### config.mk
export PLATFORM = sky130hd
export DESIGN_NAME = cpu_read_wait_irq
export DESIGN_NICKNAME = d
export VERILOG_FILES = /design/src/cpu_pins_pkg.sv /design/src/cpu_read_wait_irq.sv /design/src/test_sync.sv
export SDC_FILE = /design/constraint.sdc
export NUM_CORES = 1
export LEC_CHECK = 0
export ABC_CLOCK_PERIOD_IN_PS = 1950
export BUFFER_PORTS_ARGS = -buffer_cell sky130_fd_sc_hd__buf_2
export CAP_MARGIN = 5
export CORE_MARGIN = 2
export CORE_UTILIZATION = 36
export DETAILED_ROUTE_END_ITERATION = 8
export PLACE_DENSITY = 0.73
export SYNTH_ARGS = -nofsm -noshare
export SYNTH_HDL_FRONTEND = slang
export SYNTH_HIERARCHICAL = 1
export SYNTH_SLANG_ARGS = --single-unit
### constraint.sdc
create_clock -name i_clk_sys -period 1.95 [get_ports i_clk_sys]
set_clock_uncertainty 0.05 [all_clocks]
set_input_delay 0.39 -clock i_clk_sys [delete_from_list [all_inputs] [get_ports i_clk_sys]]
set_output_delay 0.39 -clock i_clk_sys [all_outputs]
set_load 0.03 [all_outputs]
### src/cpu_pins_pkg.sv
// constants and types for the processor read strobe and wait/interrupt pins
// ---------------------------------------------------------------------------
// Behaviour
// - read strobe low marks read; mem/io select
// - strobe low in T2, T3, wait_state only
// - strobe held high until local bus floated (checked in T2 only; T3 drives it low regardless)
// - strobe floats at logic one when granted
// - irq level sampled in last instruction cycle
// - accepted irq starts acknowledge, vector fetch
// - irq ignored while enable flag clear
// - wait instruction idles until test low
// - test input synchronised every clock
// - byte enable and address bit encode width
// ---------------------------------------------------------------------------
package cpu_pins_pkg;

  // bus cycle states, binary coded
  typedef enum logic [2:0] {
    ST_IDLE = 3'h0,
    ST_T1   = 3'h1,
    ST_T2   = 3'h2,
    ST_T3   = 3'h3,
    ST_WAIT = 3'h4,
    ST_T4   = 3'h5
  } bus_state_t;

  // transfer width codes requested by the core
  typedef enum logic [1:0] {
    XFER_NONE  = 2'h0,
    XFER_LOW   = 2'h1,
    XFER_HIGH  = 2'h2,
    XFER_WORD  = 2'h3
  } xfer_t;

  // resting level of the read strobe and synchroniser reset value
  localparam logic STROBE_IDLE = 1'b1;
  localparam logic SYNC_RESET  = 1'b1;

endpackage

### src/cpu_read_wait_irq.sv
// read strobe, ready handshake, interrupt sampling and wait-test logic
`timescale 1ns/1ps
module cpu_read_wait_irq (
  input  wire logic                 i_clk_sys,      // system clock
  input  wire logic                 i_sys_rst,      // sync reset
  input  wire logic                 i_cyc_start,    // core asks for cycle
  input  wire logic                 i_cyc_read,     // 1 read, 0 write
  input  wire logic                 i_cyc_mem,      // 1 memory, 0 i/o
  input  wire cpu_pins_pkg::xfer_t  i_cyc_width,    // transfer width
  input  wire logic                 i_bus_floated,  // local bus is hi-z
  input  wire logic                 i_hold_ack,     // bus granted away
  input  wire logic                 i_ready,        // ready from target
  input  wire logic                 i_last_cycle,   // last instr cycle
  input  wire logic                 i_irq_enable,   // interrupt flag
  input  wire logic                 i_maskable_irq_request, // irq level
  input  wire logic                 i_wait_instr,   // wait instr executing
  input  wire logic                 i_test_n,       // test input
  output logic                      o_rd_n,         // read strobe output
  output logic                      o_rd_n_oe,      // strobe output enable
  output logic                      o_mem_io,       // 1 memory, 0 i/o
  output logic                      o_high_byte_enable_n, // upper byte en
  output logic                      o_lowest_address_bit, // address bit
  output logic                      o_cyc_busy,     // bus cycle running
  output logic                      o_cyc_done,     // pulse at T4
  output logic                      o_irq_ack_start, // pulse: start ack
  output logic                      o_wait_stall    // core held in idle
);
  import cpu_pins_pkg::*;

  bus_state_t state_q;
  bus_state_t state_d;
  logic       read_q;
  logic       read_d;
  logic       mem_q;
  logic       mem_d;
  logic       bhe_n_q;
  logic       bhe_n_d;
  logic       a0_q;
  logic       a0_d;
  logic       rd_n_q;
  logic       rd_n_d;
  logic       irq_ack_q;
  logic       irq_ack_d;
  logic       stall_q;
  logic       stall_d;
  logic       test_s;

  // ---------------------------------------------------------------------
  // synchroniser for the test input
  // ---------------------------------------------------------------------
  test_sync u_test_sync (
    .i_clk_sys (i_clk_sys),
    .i_sys_rst (i_sys_rst),
    .i_async   (i_test_n),
    .o_sync    (test_s)
  );

  // ---------------------------------------------------------------------
  // bus cycle sequencer
  // ---------------------------------------------------------------------
  // ready is used raw: the system delivers it synchronised already
  always_comb begin
    state_d = state_q;
    read_d  = read_q;
    mem_d   = mem_q;
    bhe_n_d = bhe_n_q;
    a0_d    = a0_q;
    case (state_q)
      ST_IDLE: begin
        if (i_cyc_start && !i_hold_ack) begin
          state_d = ST_T1;
          read_d  = i_cyc_read;
          mem_d   = i_cyc_mem;
          // width encoding on byte enable and address bit
          case (i_cyc_width)
            XFER_WORD: begin
              bhe_n_d = 1'b0;
              a0_d    = 1'b0;
            end
            XFER_HIGH: begin
              bhe_n_d = 1'b0;
              a0_d    = 1'b1;
            end
            XFER_LOW: begin
              bhe_n_d = 1'b1;
              a0_d    = 1'b0;
            end
            default: begin
              bhe_n_d = 1'b1;
              a0_d    = 1'b1;
            end
          endcase
        end
      end
      ST_T1:   state_d = ST_T2;
      ST_T2:   state_d = ST_T3;
      // ready checked late in T3 and in every wait state
      ST_T3:   state_d = i_ready ? ST_T4 : ST_WAIT;
      ST_WAIT: state_d = i_ready ? ST_T4 : ST_WAIT;
      ST_T4:   state_d = ST_IDLE;
      default: state_d = ST_IDLE;
    endcase
  end

  always_ff @(posedge i_clk_sys) begin
    if (i_sys_rst) begin
      state_q <= ST_IDLE;
      read_q  <= 1'b0;
      mem_q   <= 1'b0;
      bhe_n_q <= 1'b1;
      a0_q    <= 1'b1;
    end else begin
      state_q <= state_d;
      read_q  <= read_d;
      mem_q   <= mem_d;
      bhe_n_q <= bhe_n_d;
      a0_q    <= a0_d;
    end
  end

  // ---------------------------------------------------------------------
  // read strobe: registered so it never glitches on the pin
  // ---------------------------------------------------------------------
  // low from T2 through T3 and waits; T2 entry waits for bus float so a
  // target never fights the address drivers in T2; T3 drives it low regardless
  always_comb begin
    rd_n_d = STROBE_IDLE;
    if (read_q && !i_hold_ack) begin
      if (state_d == ST_T2 && i_bus_floated) begin
        rd_n_d = 1'b0;
      end else if (state_q == ST_T2 && i_bus_floated) begin
        rd_n_d = 1'b0;
      end else if (state_d == ST_T3 || state_d == ST_WAIT) begin
        rd_n_d = 1'b0;
      end
    end
  end

  always_ff @(posedge i_clk_sys) begin
    if (i_sys_rst) begin
      rd_n_q <= STROBE_IDLE;
    end else begin
      rd_n_q <= rd_n_d;
    end
  end

  // floated while granted; output value rests at one (bus hold)
  assign o_rd_n    = rd_n_q | i_hold_ack;
  assign o_rd_n_oe = !i_hold_ack;

  assign o_mem_io             = mem_q;
  assign o_high_byte_enable_n = bhe_n_q;
  assign o_lowest_address_bit = a0_q;
  assign o_cyc_busy           = (state_q != ST_IDLE);
  assign o_cyc_done           = (state_q == ST_T4);

  // ---------------------------------------------------------------------
  // interrupt sampling and wait-instruction stall
  // ---------------------------------------------------------------------
  // level sampled only in the last cycle; masked by the enable flag
  always_comb begin
    irq_ack_d = i_last_cycle && i_irq_enable
              && i_maskable_irq_request;
    // stall while test is high; recheck each clock until it falls
    stall_d   = i_wait_instr && test_s;
  end

  always_ff @(posedge i_clk_sys) begin
    if (i_sys_rst) begin
      irq_ack_q <= 1'b0;
      stall_q   <= 1'b0;
    end else begin
      irq_ack_q <= irq_ack_d;
      stall_q   <= stall_d;
    end
  end

  assign o_irq_ack_start = irq_ack_q;
  assign o_wait_stall    = stall_q;

  // ---------------------------------------------------------------------
  // checks
  // ---------------------------------------------------------------------
  rd_strobe_window_a: assert property (
    @(posedge i_clk_sys) disable iff (i_sys_rst)
    (!o_rd_n && !i_hold_ack) |-> (state_q == ST_T2 ||
      state_q == ST_T3 || state_q == ST_WAIT))
    else $error("read strobe low outside T2/T3/wait");

  rd_in_t3_a: assert property (
    @(posedge i_clk_sys) disable iff (i_sys_rst)
    (state_q == ST_T3 && read_q && !i_hold_ack) |-> !o_rd_n)
    else $error("read strobe not low in T3");

  rd_write_high_a: assert property (
    @(posedge i_clk_sys) disable iff (i_sys_rst)
    (state_q != ST_IDLE && !read_q) |-> o_rd_n)
    else $error("read strobe low in write cycle");

  rd_float_a: assert property (
    @(posedge i_clk_sys) disable iff (i_sys_rst)
    (state_q == ST_T2 && $fell(o_rd_n)) |-> $past(i_bus_floated))
    else $error("read strobe fell before bus floated");

  rd_hold_a: assert property (
    @(posedge i_clk_sys) disable iff (i_sys_rst)
    i_hold_ack |-> (!o_rd_n_oe && o_rd_n))
    else $error("read strobe driven while granted");

  ready_wait_a: assert property (
    @(posedge i_clk_sys) disable iff (i_sys_rst)
    ((state_q == ST_T3 || state_q == ST_WAIT) && !i_ready)
      |=> state_q == ST_WAIT)
    else $error("no wait state on low ready");

  ready_done_a: assert property (
    @(posedge i_clk_sys) disable iff (i_sys_rst)
    ((state_q == ST_T3 || state_q == ST_WAIT) && i_ready)
      |=> o_cyc_done ##1 !o_cyc_busy)
    else $error("cycle not ended after ready");

  irq_sample_a: assert property (
    @(posedge i_clk_sys) disable iff (i_sys_rst)
    o_irq_ack_start |-> $past(i_last_cycle && i_maskable_irq_request))
    else $error("irq taken outside last cycle");

  irq_mask_a: assert property (
    @(posedge i_clk_sys) disable iff (i_sys_rst)
    (i_last_cycle && i_maskable_irq_request) |=>
      (o_irq_ack_start == $past(i_irq_enable)))
    else $error("irq mask not honoured");

  test_sync_a: assert property (
    @(posedge i_clk_sys) disable iff (i_sys_rst)
    (i_wait_instr && !i_test_n) [*3] |=> !o_wait_stall)
    else $error("stall held after test low");

  width_enc_a: assert property (
    @(posedge i_clk_sys) disable iff (i_sys_rst)
    (state_q == ST_IDLE && i_cyc_start && !i_hold_ack &&
      i_cyc_width == XFER_HIGH) |=>
      (!o_high_byte_enable_n && o_lowest_address_bit))
    else $error("upper byte encoding wrong");

endmodule

### src/test_sync.sv
// two-stage synchroniser for the wait-instruction test input
`timescale 1ns/1ps
module test_sync (
  input  wire logic i_clk_sys,  // system clock
  input  wire logic i_sys_rst,  // sync reset, active high
  input  wire logic i_async,    // raw input
  output logic      o_sync      // synchronised level
);
  import cpu_pins_pkg::*;

  logic meta_q;
  logic meta_d;
  logic sync_q;
  logic sync_d;

  // ---------------------------------------------------------------------
  // sample on every clock; first stage only feeds the second
  // ---------------------------------------------------------------------
  always_comb begin
    meta_d = i_async;
    sync_d = meta_q;
  end

  always_ff @(posedge i_clk_sys) begin
    if (i_sys_rst) begin
      meta_q <= SYNC_RESET;
      sync_q <= SYNC_RESET;
    end else begin
      meta_q <= meta_d;
      sync_q <= sync_d;
    end
  end

  assign o_sync = sync_q;
endmodule

# [Word-level counts from Yosys, hierarchy flattened]
# Index checks and enable logic that the tools add are counted.
[totals] ff_bits=12 latchBits=0 ramBits=0 rom_bits=0 in_bits=15 out_inout_bits=9 wordCells=47 n_memories=0
[classes] add_sub_neg=0 multipliers=0 n_div=0 order_cmp=0 eq_ne=11 n_shift=0 muxes=8 bitwise_logic=2 reduce_logical=16
[op_table] operator="3-bit by 2-bit == test with 1-bit output (second input constant)" count=4
[op_table] operator="3-bit one-hot mux with 4 select lines" count=1
[op_table] operator="3-bit == test (second input constant)" count=3
[op_table] operator="2-bit OR reduction" count=4
[op_table] operator="1-bit logical AND" count=7
[op_table] operator="1-bit two-way mux" count=6
[op_table] operator="2-bit == test (second input constant)" count=2
[op_table] operator="3-bit by 1-bit == test with 1-bit output (second input constant)" count=1
[op_table] operator="3-bit zero test" count=1
[op_table] operator="3-bit two-way mux" count=1
[op_table] operator="3-bit nonzero test" count=1
[op_table] operator="2-bit by 1-bit == test with 1-bit output (second input constant)" count=1
[op_table] operator="2-bit AND reduction" count=1
[op_table] operator="1-bit zero test" count=1
[op_table] operator="1-bit logical OR" count=1
[op_table] operator="1-bit inverter" count=1
[op_table] operator="1-bit OR" count=1

# [Logic depth before layout (Yosys ltp)]
# Gate-level depths: netlist of run 1.
[logic_depth] word_depth=9 depth_mapped=5

# [By module]
# The synthesis of run 1 kept the hierarchy.
[modules_own_cells] mod="cpu_read_wait_irq" n_inst=1 cells_each=53 area_each_um2=523.0 seq_area_each_um2=200.2
[modules_own_cells] mod="test_sync" n_inst=1 cells_each=4 area_each_um2=52.6 seq_area_each_um2=40.0

# [Worst setup path after synthesis of run 1]
# Ideal clock, no wire load.
[synth_timing] kind="register -> register" start="register state_q[0]" end="register bhe_n_q, in the netlist o_high_byte_enable_n" setup_time_ns=0.072 arrival_time_ns=1.248 path_slack_ns=0.580 stages_incl_launch_ff=6 n_path_buf=2 synth_period_minus_slack_ns=1.370 cell_sequence="dfxtp_1 > buf_6 > or3_4 > nor2b_4 > buf_6 > mux2i_1"
[synth_between] elab_chain_cells=2
[synth_lines] element="from (decl)" line="cpu_read_wait_irq.sv:30" source="bus_state_t state_q;"
[synth_lines] element="from (signal assigned)" line="cpu_read_wait_irq.sv:113" source="state_q <= state_d;"
[synth_lines] element="3-bit zero test" line="cpu_read_wait_irq.sv:68" source="case (state_q)"
[synth_lines] element="2-bit AND reduction (no source line)"
[synth_lines] element="to (signal assigned)" line="cpu_read_wait_irq.sv:116" source="bhe_n_q <= bhe_n_d;"
[synth_lines] element="to (decl)" line="cpu_read_wait_irq.sv:36" source="logic bhe_n_q;"
# Every way passes these cells.
# A chain may end at the register's enable or synchronous reset.

# [Worst setup path in the final report of run 1]
[layout_timing] start="register state_q[0]" end="output o_cyc_busy"
[layout_between] elab_chain_cells=1
[layout_lines] element="3-bit nonzero test" line="cpu_read_wait_irq.sv:154" source="assign o_cyc_busy = (state_q != ST_IDLE);"
[layout_lines] element="to (decl)" line="cpu_read_wait_irq.sv:23" source="output logic o_cyc_busy,"
# Every way passes these cells.

==> results of run 1 <==
[stage by stage]
stage	setup slack (ns)	power (W)	cells
after CTS	0.230	0.000579	95
after floorplan	0.580	0.000415	57
after global placement	0.541	0.000429	92
after global routing	0.179	0.000602	95
after detailed placement	0.532	0.000430	92
final	0.241	0.000569	95
[layer usage]
layer,up-vias,part of all wire,global-route usage
li1,235,-,-
met1,204,0.45,0.133
met2,9,0.49,0.156
met3,2,0.045,0.0375
met4,0,0.015,0.0909
met5,-,0,0
[layout make-up]
| type | count | area share |
|---|---|---|
| Multi-Input combinational cell | 40 | 0.416 |
| Timing Repair Buffer | 23 | 0.167 |
| Clock buffer | 3 | 0.0327 |
| Inverter | 1 | 0.00545 |
| Sequential cell | 12 | 0.349 |
| Tap cell | 16 | 0.0291 |
[cells by family after synthesis]
group                     after synthesis  synth area share
and+or+nand+nor                        29             0.343
AOI/OAI and AO/OA                       6            0.0696
DFF                                    12             0.417
buffers and inverters                   5            0.0848
muxes                                   4            0.0696
xor gates and xnor gates                1            0.0152
[where the power goes]
part	internal [W]	switching, W	leakage (nW)
sequential	0.000264	0.0000216	0.0984
clock	0.0000713	0.0000743	0.0138
combinational	0.0000667	0.0000719	0.198
[synthesized netlist by cell type]
cell and number:
or2_2 1, nand2_1 2, o21ai_0 1, nor2_1 6, a211o_1 1, and3b_2 1
dfxtp_1 12, and2b_1 2, mux2i_1 4, or2_1 2, a21oi_1 1, nor2b_4 1
nand3_1 1, a21o_1 1, nor2b_1 1, nand2b_1 1, and2b_2 1, inv_1 1
nor3_1 1, xnor2_1 1, a31oi_1 1, o21bai_1 1, or2b_2 4, or3_4 1
and4b_1 1, nand3b_1 1, buf_6 4, nor3b_1 2
[state kept, by name (all words and copies together), names as in the netlist]
| signal | count |
|---|---|
| o_mem_io | 1 |
| state_q | 3 |
| u_test_sync/meta_q | 1 |
| o_wait_stall | 1 |
| o_irq_ack_start | 1 |
| read_q | 1 |
| o_high_byte_enable_n | 1 |
| o_lowest_address_bit | 1 |
| u_test_sync/o_sync | 1 |
| rd_n_q | 1 |
[worst max-delay path: cells and delay by family, from the launching register on]
kind	cells	cell delay, ns
DFF	1	0.39
buffers and inverters	1	0.19
and+or+nand+nor	1	0.43
[worst max-delay path by stage]
stage                          start                           endpoint
2_1_floorplan  state_q[0]$_SDFF_PP0_  o_high_byte_enable_n$_SDFFE_PP1P_
3_3_place_gp   state_q[0]$_SDFF_PP0_                         o_cyc_busy
3_5_place_dp   state_q[0]$_SDFF_PP0_                         o_cyc_busy
4_1_cts        state_q[0]$_SDFF_PP0_                         o_cyc_busy
5_1_grt        state_q[0]$_SDFF_PP0_                         o_cyc_busy
6_report       state_q[0]$_SDFF_PP0_                         o_cyc_busy
==> summary.md, run 1 <==
| Metric | Value |
|---|---|
| Hold depth | `2` |
| Sequential cell area | `240 um2` |
| Commonest non-fill, non-tap cell in the layout | `buf_2` |
| WL per Instance | `10.1 um` |
| Design area | `688 um2` |
| Post-synth top area cell | `dfxtp_1` |
| Yosys top cell area share | `0.417` |
| CP arrival | `1.27 ns` |
| Peak fanout along the critical path | `9` |
| Worst path max stage delay | `0.43 ns` |
| Pwr dens | `827 nW/um2` |
| Pins Over Slew Limit | `0` |
| ANT cells | `0` |
| P&R area growth vs syn | `19.6%` |
| Die H | `44.0 um` |
| Remaining routing DRC violations | `0` |
| CTS HTree Levels | `1` |
| Synth warnings | `6` |
| Hold EP | `u_test_sync/meta_q$_SDFF_PP1_` |
| First-pass DRT Iterations | `4` |
| Commonest non-fill, non-tap cells in the layout | `buf_2, dfxtp_1, nor2_1` |
| RSZ-0062 raised after global routing | `no` |
| Setup TNS Final | `0 ns` |
| Area of the multi-input gates | `287 um2` |
| Cell Chain, Critical Path | `or3_4, buf_2` |
| Vias | `450` |
| Main area contributors after synthesis | `dfxtp_1, buf_6, mux2i_1` |
| HPWL Detailed | `713 um` |
| Clk_lat worst skew | `0.26 ns` |
| Final RePlAce weighted congestion | `0.684` |
| Setup crit start kind | `register` |
| Post-synthesis cell type count | `28` |
| Highest Clock Rate | `585 MHz` |
| Clk buf depth | `2` |
| CTS tree | `built` |
| Filler cells | `146` |
| Kind of critical path | `register to output pin` |
| Antenna viol nets, final | `0` |
| Reg clk slew, reported paths | `0.07 ns` |
| Setup Fix Bufs, Post-CTS | `0` |
| Mapped Cells | `57` |
| # hold bufs at CTS | `0` |
| CTS buffer count | `3` |
| Synthesized area per cell | `10.1 um2` |
| Pin count of the biggest net entering global routing | `16` |
| Period minus WS final | `1.71 ns` |
| Chip width | `44.0 um` |
| Routed WL | `960 um` |
| Detailed Route Iter0 Violations | `2` |
| Resize count post-CTS | `0` |
| R2R cell count | `3` |
| Hold slack | `0.256 ns` |
| Mapped Nets | `72` |
| Final-report setup violation count | `0` |
| Post-synthesis cell area | `576 um2` |
| Worst hold path class | `primary input to register` |
| Status | `completed` |
| Hold Vio Cnt, Final | `0` |
| Synth Register Bits | `12` |
| Register-to-register setup slack | `0.63 ns` |
| CTS Root Cell | `clkbuf_4` |
| R2R Path End | `o_mem_io$_SDFFE_PP0P_` |
| Number of global-route vias before repair | `359` |
| CTS sink count | `12` |
| Seq/Total Area, Yosys | `0.417` |
| Row count | `14` |
| Leakage | `0.311 nW` |
| Nets | `96` |
| Reg-to-Reg Start | `state_q[0]$_SDFF_PP0_` |
| Element type at the critical path end | `output pin` |
| Core area | `1510 um2` |
| CP required | `1.51 ns` |
| Maxcap violations | `0` |
| First-pass GRT wire length | `1510 um` |
| Global router's overall resource usage | `0.110` |
| Initial Utilization | `0.382` |
| Via density | `4.74` |
| Layout Utilization | `0.457` |
| Worst slew pin tran | `0.291 ns` |
| Initial antenna violation count | `0` |
| Crit-path slowest cell | `or3_4` |
| Hold Crit Start | `i_test_n` |
| Die Area | `1930 um2` |
| Port bufs | `23` |
| Grt ovf | `0` |
| Placed cell areas | `666 um2` |
| Tcrit/Tclk final | `0.877` |
| Relative slew margins | `0.806` |
| Max IR drop VDD | `0.000262 V` |
| I/O pin count | `24` |
| Layout cells sized above 1 | `0.443` |
(Power assumes the default switching activity.)
==> run 2: changes to the inputs <==
Settings changed: SETUP_SLACK_MARGIN set to 0.4.
==> run 2 against run 1 <==
- power grew 9.9%
- sequential share of layout area shrank 2.1 points
- highest routed layer unchanged
- routed wire length grew 13%
==> summary.md, run 2 (synthesized netlist as in run 1, its figures left out) <==
| Metric | Value |
|---|---|
| Sequential cell area | `249 um2 (+3.6%)` |
| Maxcap violations | `0 (unchanged)` |
| Share of total power in sequential cells | `0.444 (-0.057)` |
| Worst slew pin tran | `0.224 ns (-0.0662 ns)` |
| Sw Share | `0.290 (-0.00475)` |
| Initial Utilization | `0.382 (unchanged)` |
| Antenna viol nets, final | `0 (unchanged)` |
| Register-to-register setup slack | `0.56 ns (-0.07 ns)` |
| Leakage | `0.347 nW (+12%)` |
| Reg clk slew, reported paths | `0.07 ns (about the same)` |
| Commonest non-fill, non-tap cell in the layout | `buf_2` |
| Die Area | `1930 um2 (unchanged)` |
| Tcrit/Tclk final | `0.812 (-0.0650)` |
| Total power | `0.000626 W (+9.9%)` |
| Max reg flops | `3 (unchanged)` |
| Internal Power | `0.000444 W (+11%)` |
| Port bufs | `23 (unchanged)` |
| Area of the multi-input gates | `287 um2 (unchanged)` |
| Reg-to-Reg Start | `state_q[1]$_SDFF_PP0_` |
| Final-report setup violation count | `0 (unchanged)` |
| CTS buffer count | `3 (unchanged)` |
| Core area | `1510 um2 (unchanged)` |
| Die H | `44.0 um (unchanged)` |
| First-pass GRT wire length | `1680 um (+11%)` |
| Chip width | `44.0 um (unchanged)` |
| Period minus WS final | `1.58 ns (-0.127 ns)` |
| Layout cells sized above 1 | `0.518 (+0.0746)` |
| Row count | `14 (unchanged)` |
| Setup crit start kind | `register` |
| Nets | `102 (+6.3%)` |
| R2R Path End | `rd_n_q$_SDFF_PP1_` |
| Filler cells | `141 (-3.4%)` |
| Number of global-route vias before repair | `395 (+10%)` |
| Vias | `479 (+6.4%)` |
| Via density | `4.74 (+0.12%)` |
| Global router's overall resource usage | `0.123 (+0.0128)` |
| Design area | `758 um2 (+10%)` |
| Max IR drop VDD | `0.000297 V (+13%)` |
| Grt ovf | `0 (unchanged)` |
| Status | `completed` |
| Pins Over Slew Limit | `0 (unchanged)` |
| Setup crit start | `state_q[0]$_SDFF_PP0_` |
| R2R cell count | `5 (+2)` |
| Routed WL | `1080 um (+13%)` |
| ANT cells | `0 (unchanged)` |
| Pwr dens | `825 nW/um2 (-0.27%)` |
| Hold Vio Cnt, Final | `0 (unchanged)` |
| Clk buf depth | `2 (unchanged)` |
| First-pass DRT Iterations | `2 (-2)` |
| Initial antenna violation count | `0 (unchanged)` |
| Dpl cells | `92 (unchanged)` |
| Relative slew margins | `0.850 (+0.0444)` |
| Element type at the critical path end | `output pin` |
| I/O pin count | `24 (unchanged)` |
| P&R area growth vs syn | `31.7%` |
| Combinational share of power | `0.321 (+0.078)` |
| Highest Clock Rate | `632 MHz (+8.0%)` |
| Pin count of the biggest net entering global routing | `16 (unchanged)` |
| Remaining routing DRC violations | `0 (unchanged)` |
| Largest Register | `state_q` |
| Worst hold path class | `primary input to register` |
| CTS tree | `built` |
| Clk_lat worst skew | `0.27 ns (about the same)` |
| Setup TNS Final | `0 ns (unchanged)` |
| Clock share of power | `0.235 (-0.021)` |
| Detailed Route Iter0 Violations | `2 (unchanged)` |
| WL per Instance | `10.7 um (+6.0%)` |
| Peak fanout along the critical path | `2 (-7)` |
| Commonest non-fill, non-tap cells in the layout | `buf_2, dfxtp_1, nor2_1` |
| CTS HTree Levels | `1 (unchanged)` |
| Psw | `0.000181 W (+8.1%)` |
| Crit path capture | `o_cyc_busy` |
| CTS Root Cell | `clkbuf_4` |
| Kind of critical path | `register to output pin` |
| CP required | `1.51 ns (about the same)` |
| RSZ-0062 raised after global routing | `yes` |
| Non-Filler Instances | `101 (+6.3%)` |
| Layout Utilization | `0.503 (+0.0465)` |
| Final RePlAce weighted congestion | `0.684 (unchanged)` |
| CP arrival | `1.14 ns (-0.13 ns)` |
| Placed cell areas | `666 um2 (unchanged)` |
| CTS sink count | `12 (unchanged)` |
| HPWL Detailed | `713 um (unchanged)` |
[run 2: routing by layer]
metal / GRT usage / up-vias / wire length, um
li1: - / 244 / -
met1: 0.141 / 218 / 458
met2: 0.191 / 13 / 546
met3: 0.0375 / 4 / 44
met4: 0.0909 / 0 / 32
met5: 0 / - / 0
[run 2: final cells by class]
class | count | area share
tap | 16 | 0.0264
multi-input combinational | 40 | 0.378
sequential | 12 | 0.328
clock buffer | 3 | 0.0297
timing repair buffer | 29 | 0.233
inverter | 1 | 0.00495
[run 2: power groups by stage]
stage | Clock, W | Combinational [W] | Sequential (W)
after floorplan | 0 | 0.000126 | 0.000289
after global placement | 0 | 0.000140 | 0.000289
after detailed placement | 0 | 0.000139 | 0.000291
after CTS | 0.000154 | 0.000184 | 0.000277
after global routing | 0.000163 | 0.000216 | 0.000280
final | 0.000147 | 0.000201 | 0.000278
[run 2: repair_timing]
item,4_1_cts,5_1_grt
hold buffers,0,0
buffers inserted,3,3
endpoints found under the setup margin,2,2
gates resized for setup,10,0
gates cloned,0,0
pin swaps,1,1
[run 2: worst min path at each step]
stage                                        startpoint                       endpoint  slack (ns)  cells past startpoint
after floorplan           u_test_sync/meta_q$_SDFF_PP1_  u_test_sync/o_sync$_SDFF_PP1_        0.33                      1
after global routing                           i_test_n  u_test_sync/meta_q$_SDFF_PP1_        0.24                      2
after CTS                                      i_test_n  u_test_sync/meta_q$_SDFF_PP1_        0.24                      2
final                                          i_test_n  u_test_sync/meta_q$_SDFF_PP1_        0.25                      2
after global placement    u_test_sync/meta_q$_SDFF_PP1_  u_test_sync/o_sync$_SDFF_PP1_        0.34                      1
after detailed placement  u_test_sync/meta_q$_SDFF_PP1_  u_test_sync/o_sync$_SDFF_PP1_        0.35                      1
[run 2: per-stage QoR]
| step | worst slack (ns) | hold WS, ns |
|---|---|---|
| 2_1_floorplan | 0.580 | 0.333 |
| 4_1_cts | 0.352 | 0.243 |
| 3_5_place_dp | 0.532 | 0.345 |
| 3_3_place_gp | 0.541 | 0.336 |
| 5_1_grt | 0.334 | 0.240 |
| 6_report | 0.367 | 0.252 |
[run 2: critical path: stages (launching register included)]
cell	delay [ns]
dfxtp_4	0.35
or3_4	0.38
buf_6	0.15
==> run 3: changes to the inputs <==
Settings changed: ABC_CLOCK_PERIOD_IN_PS 1950 to 1600.
Clock period 1.95 ns to 1.6 ns, I/O delays scaled along.
==> run 3 against run 2 <==
- worst setup slack got worse by 0.28 ns
- routed wire length shrank 2.0%
- sequential cell count is the same
- critical path type unchanged
- die area unchanged
- highest routed layer is now met3
- hold slack worse by 0.072 ns
==> summary.md, run 3 (synthesized netlist as in run 1, its figures left out) <==
| Metric | Value |
|---|---|
| CP required | `1.23 ns (-0.28 ns)` |
| Routed WL | `1060 um (-2.0%)` |
| Met3 wire len | `41 um (-6.8%)` |
| Leakage | `0.379 nW (+9.4%)` |
| Layout Utilization | `0.547 (+0.0432)` |
| Nets | `104 (+2.0%)` |
| Max reg flops | `3 (unchanged)` |
| Clk buf depth | `2 (unchanged)` |
| Global router's overall resource usage | `0.115 (-0.00789)` |
| Pins Over Slew Limit | `0 (unchanged)` |
| Number of global-route vias before repair | `418 (+5.8%)` |
| Setup crit start kind | `register` |
| Core area | `1510 um2 (unchanged)` |
| Tcrit/Tclk final | `0.944` |
| Non-Filler Instances | `104 (+3.0%)` |
| Remaining routing DRC violations | `0 (unchanged)` |
| Highest Clock Rate | `662 MHz` |
| CTS sink count | `12 (unchanged)` |
| First-pass GRT wire length | `1660 um (-1.2%)` |
| Vias | `471 (-1.7%)` |
| Relative slew margins | `0.853 (+0.00235)` |
| First-pass DRT Iterations | `2 (unchanged)` |
| Die H | `44.0 um (unchanged)` |
| Final RePlAce weighted congestion | `0.707 (+3.3%)` |
| Place WS | `0.244 ns (-0.288 ns)` |
| Metal2 WL | `566 um (+3.7%)` |
| Die Area | `1930 um2 (unchanged)` |
| Peak fanout along the critical path | `2 (unchanged)` |
| Clk_lat worst skew | `0.26 ns (about the same)` |
| # hold bufs at CTS | `0 (unchanged)` |
| Pin count of the biggest net entering global routing | `16 (unchanged)` |
| Port bufs | `23 (unchanged)` |
| Maxcap violations | `0 (unchanged)` |
| Chip width | `44.0 um (unchanged)` |
| Initial Utilization | `0.382 (unchanged)` |
| Dpl cells | `92 (unchanged)` |
| Hold slack | `0.180 ns (-0.0722 ns)` |
| RSZ-0062 raised after global routing | `yes` |
| Layout cells sized above 1 | `0.557 (+0.0392)` |
| Detailed Route Iter0 Violations | `6 (+4)` |
| CP arrival | `1.14 ns (about the same)` |
| Pwr dens | `1050 nW/um2 (+27%)` |
| CTS buffer count | `3 (unchanged)` |
| Largest Register | `state_q` |
| CTS tree | `built` |
| Element type at the critical path end | `output pin` |
| Worst slew pin tran | `0.221 ns (-0.00352 ns)` |
| Worst setup margin | `0.0892 ns (-0.278 ns)` |
| Via density | `4.53 (-4.5%)` |
| CTS Root Cell | `clkbuf_4` |
| ANT cells | `0 (unchanged)` |
| Setup TNS Final | `0 ns (unchanged)` |
| Kind of critical path | `register to output pin` |
| Worst hold path class | `primary input to register` |
| Period minus WS final | `1.51 ns` |
| Hold Vio Cnt, Final | `0 (unchanged)` |
| Filler cells | `133 (-5.7%)` |
| Reg clk slew, reported paths | `0.07 ns (about the same)` |
| Commonest non-fill, non-tap cells in the layout | `buf_2, dfxtp_1, buf_6` |
| Initial antenna violation count | `0 (unchanged)` |
| Top layer in use | `met3` |
| CTS HTree Levels | `1 (unchanged)` |
| Antenna viol nets, final | `0 (unchanged)` |
| Met1 WL | `452 um (-1.3%)` |
| Commonest non-fill, non-tap cell in the layout | `buf_2` |
| Final-report setup violation count | `0 (unchanged)` |
| Grt ovf | `0 (unchanged)` |
| Max IR drop VDD | `0.000491 V (+65%)` |
| WL per Instance | `10.2 um (-4.9%)` |
| P&R area growth vs syn | `43.0%` |
| Row count | `14 (unchanged)` |
| I/O pin count | `24 (unchanged)` |
| Status | `completed` |
[run 3: through the flow]
step	total power [W]	area, um2
global route	0.000908	823
finish	0.000861	823
global placement	0.000522	666
CTS	0.000852	803
detailed placement	0.000525	666
floorplan	0.000505	576
[run 3: area by class of cell]
cell class | instances | area [um2] | share of cell area
multi-input combinational | 40 | 297 | 0.360
sequential | 12 | 249 | 0.302
timing repair buffer | 31 | 218 | 0.264
clock buffer | 4 | 36.3 | 0.0441
tap | 16 | 20.0 | 0.0243
inverter | 1 | 3.75 | 0.00456
[run 3: final timing paths]
path	slack, ns	depth (start not counted)	from	to
setup / recovery	0.09	2	state_q[0]$_SDFF_PP0_	o_cyc_busy
hold / removal	0.18	2	i_test_n	u_test_sync/meta_q$_SDFF_PP1_
setup reg to reg	0.14	5	state_q[0]$_SDFF_PP0_	o_lowest_address_bit$_SDFFE_PP1P_
hold reg to reg	0.36	1	u_test_sync/meta_q$_SDFF_PP1_	u_test_sync/o_sync$_SDFF_PP1_
[run 3: routing by layer]
layer / global-route usage / vias to the layer above
met5: 0 / -
met4: 0.0545 / 0
met3: 0.0250 / 0
met2: 0.191 / 11
met1: 0.140 / 207
li1: - / 253
[run 3: critical path, cell delays in order, from the launching register on]
cell,delay (ns)
dfxtp_4,0.34
or3_4,0.39
buf_6,0.15
[run 3: where the power goes]
group	switching [W]	internal (W)	total, W
sequential	0.0000126	0.000325	0.000337
combinational	0.000127	0.000165	0.000292
clock	0.0000936	0.000138	0.000232
total	0.000233	0.000628	0.000861
[run 3: timing repair]
| item | CTS | global route |
|---|---|---|
| endpoints found under the setup margin | 8 | 10 |
| setup buffers | 7 | 1 |
| pin swaps | 2 | 2 |
| gates resized for setup | 17 | 6 |
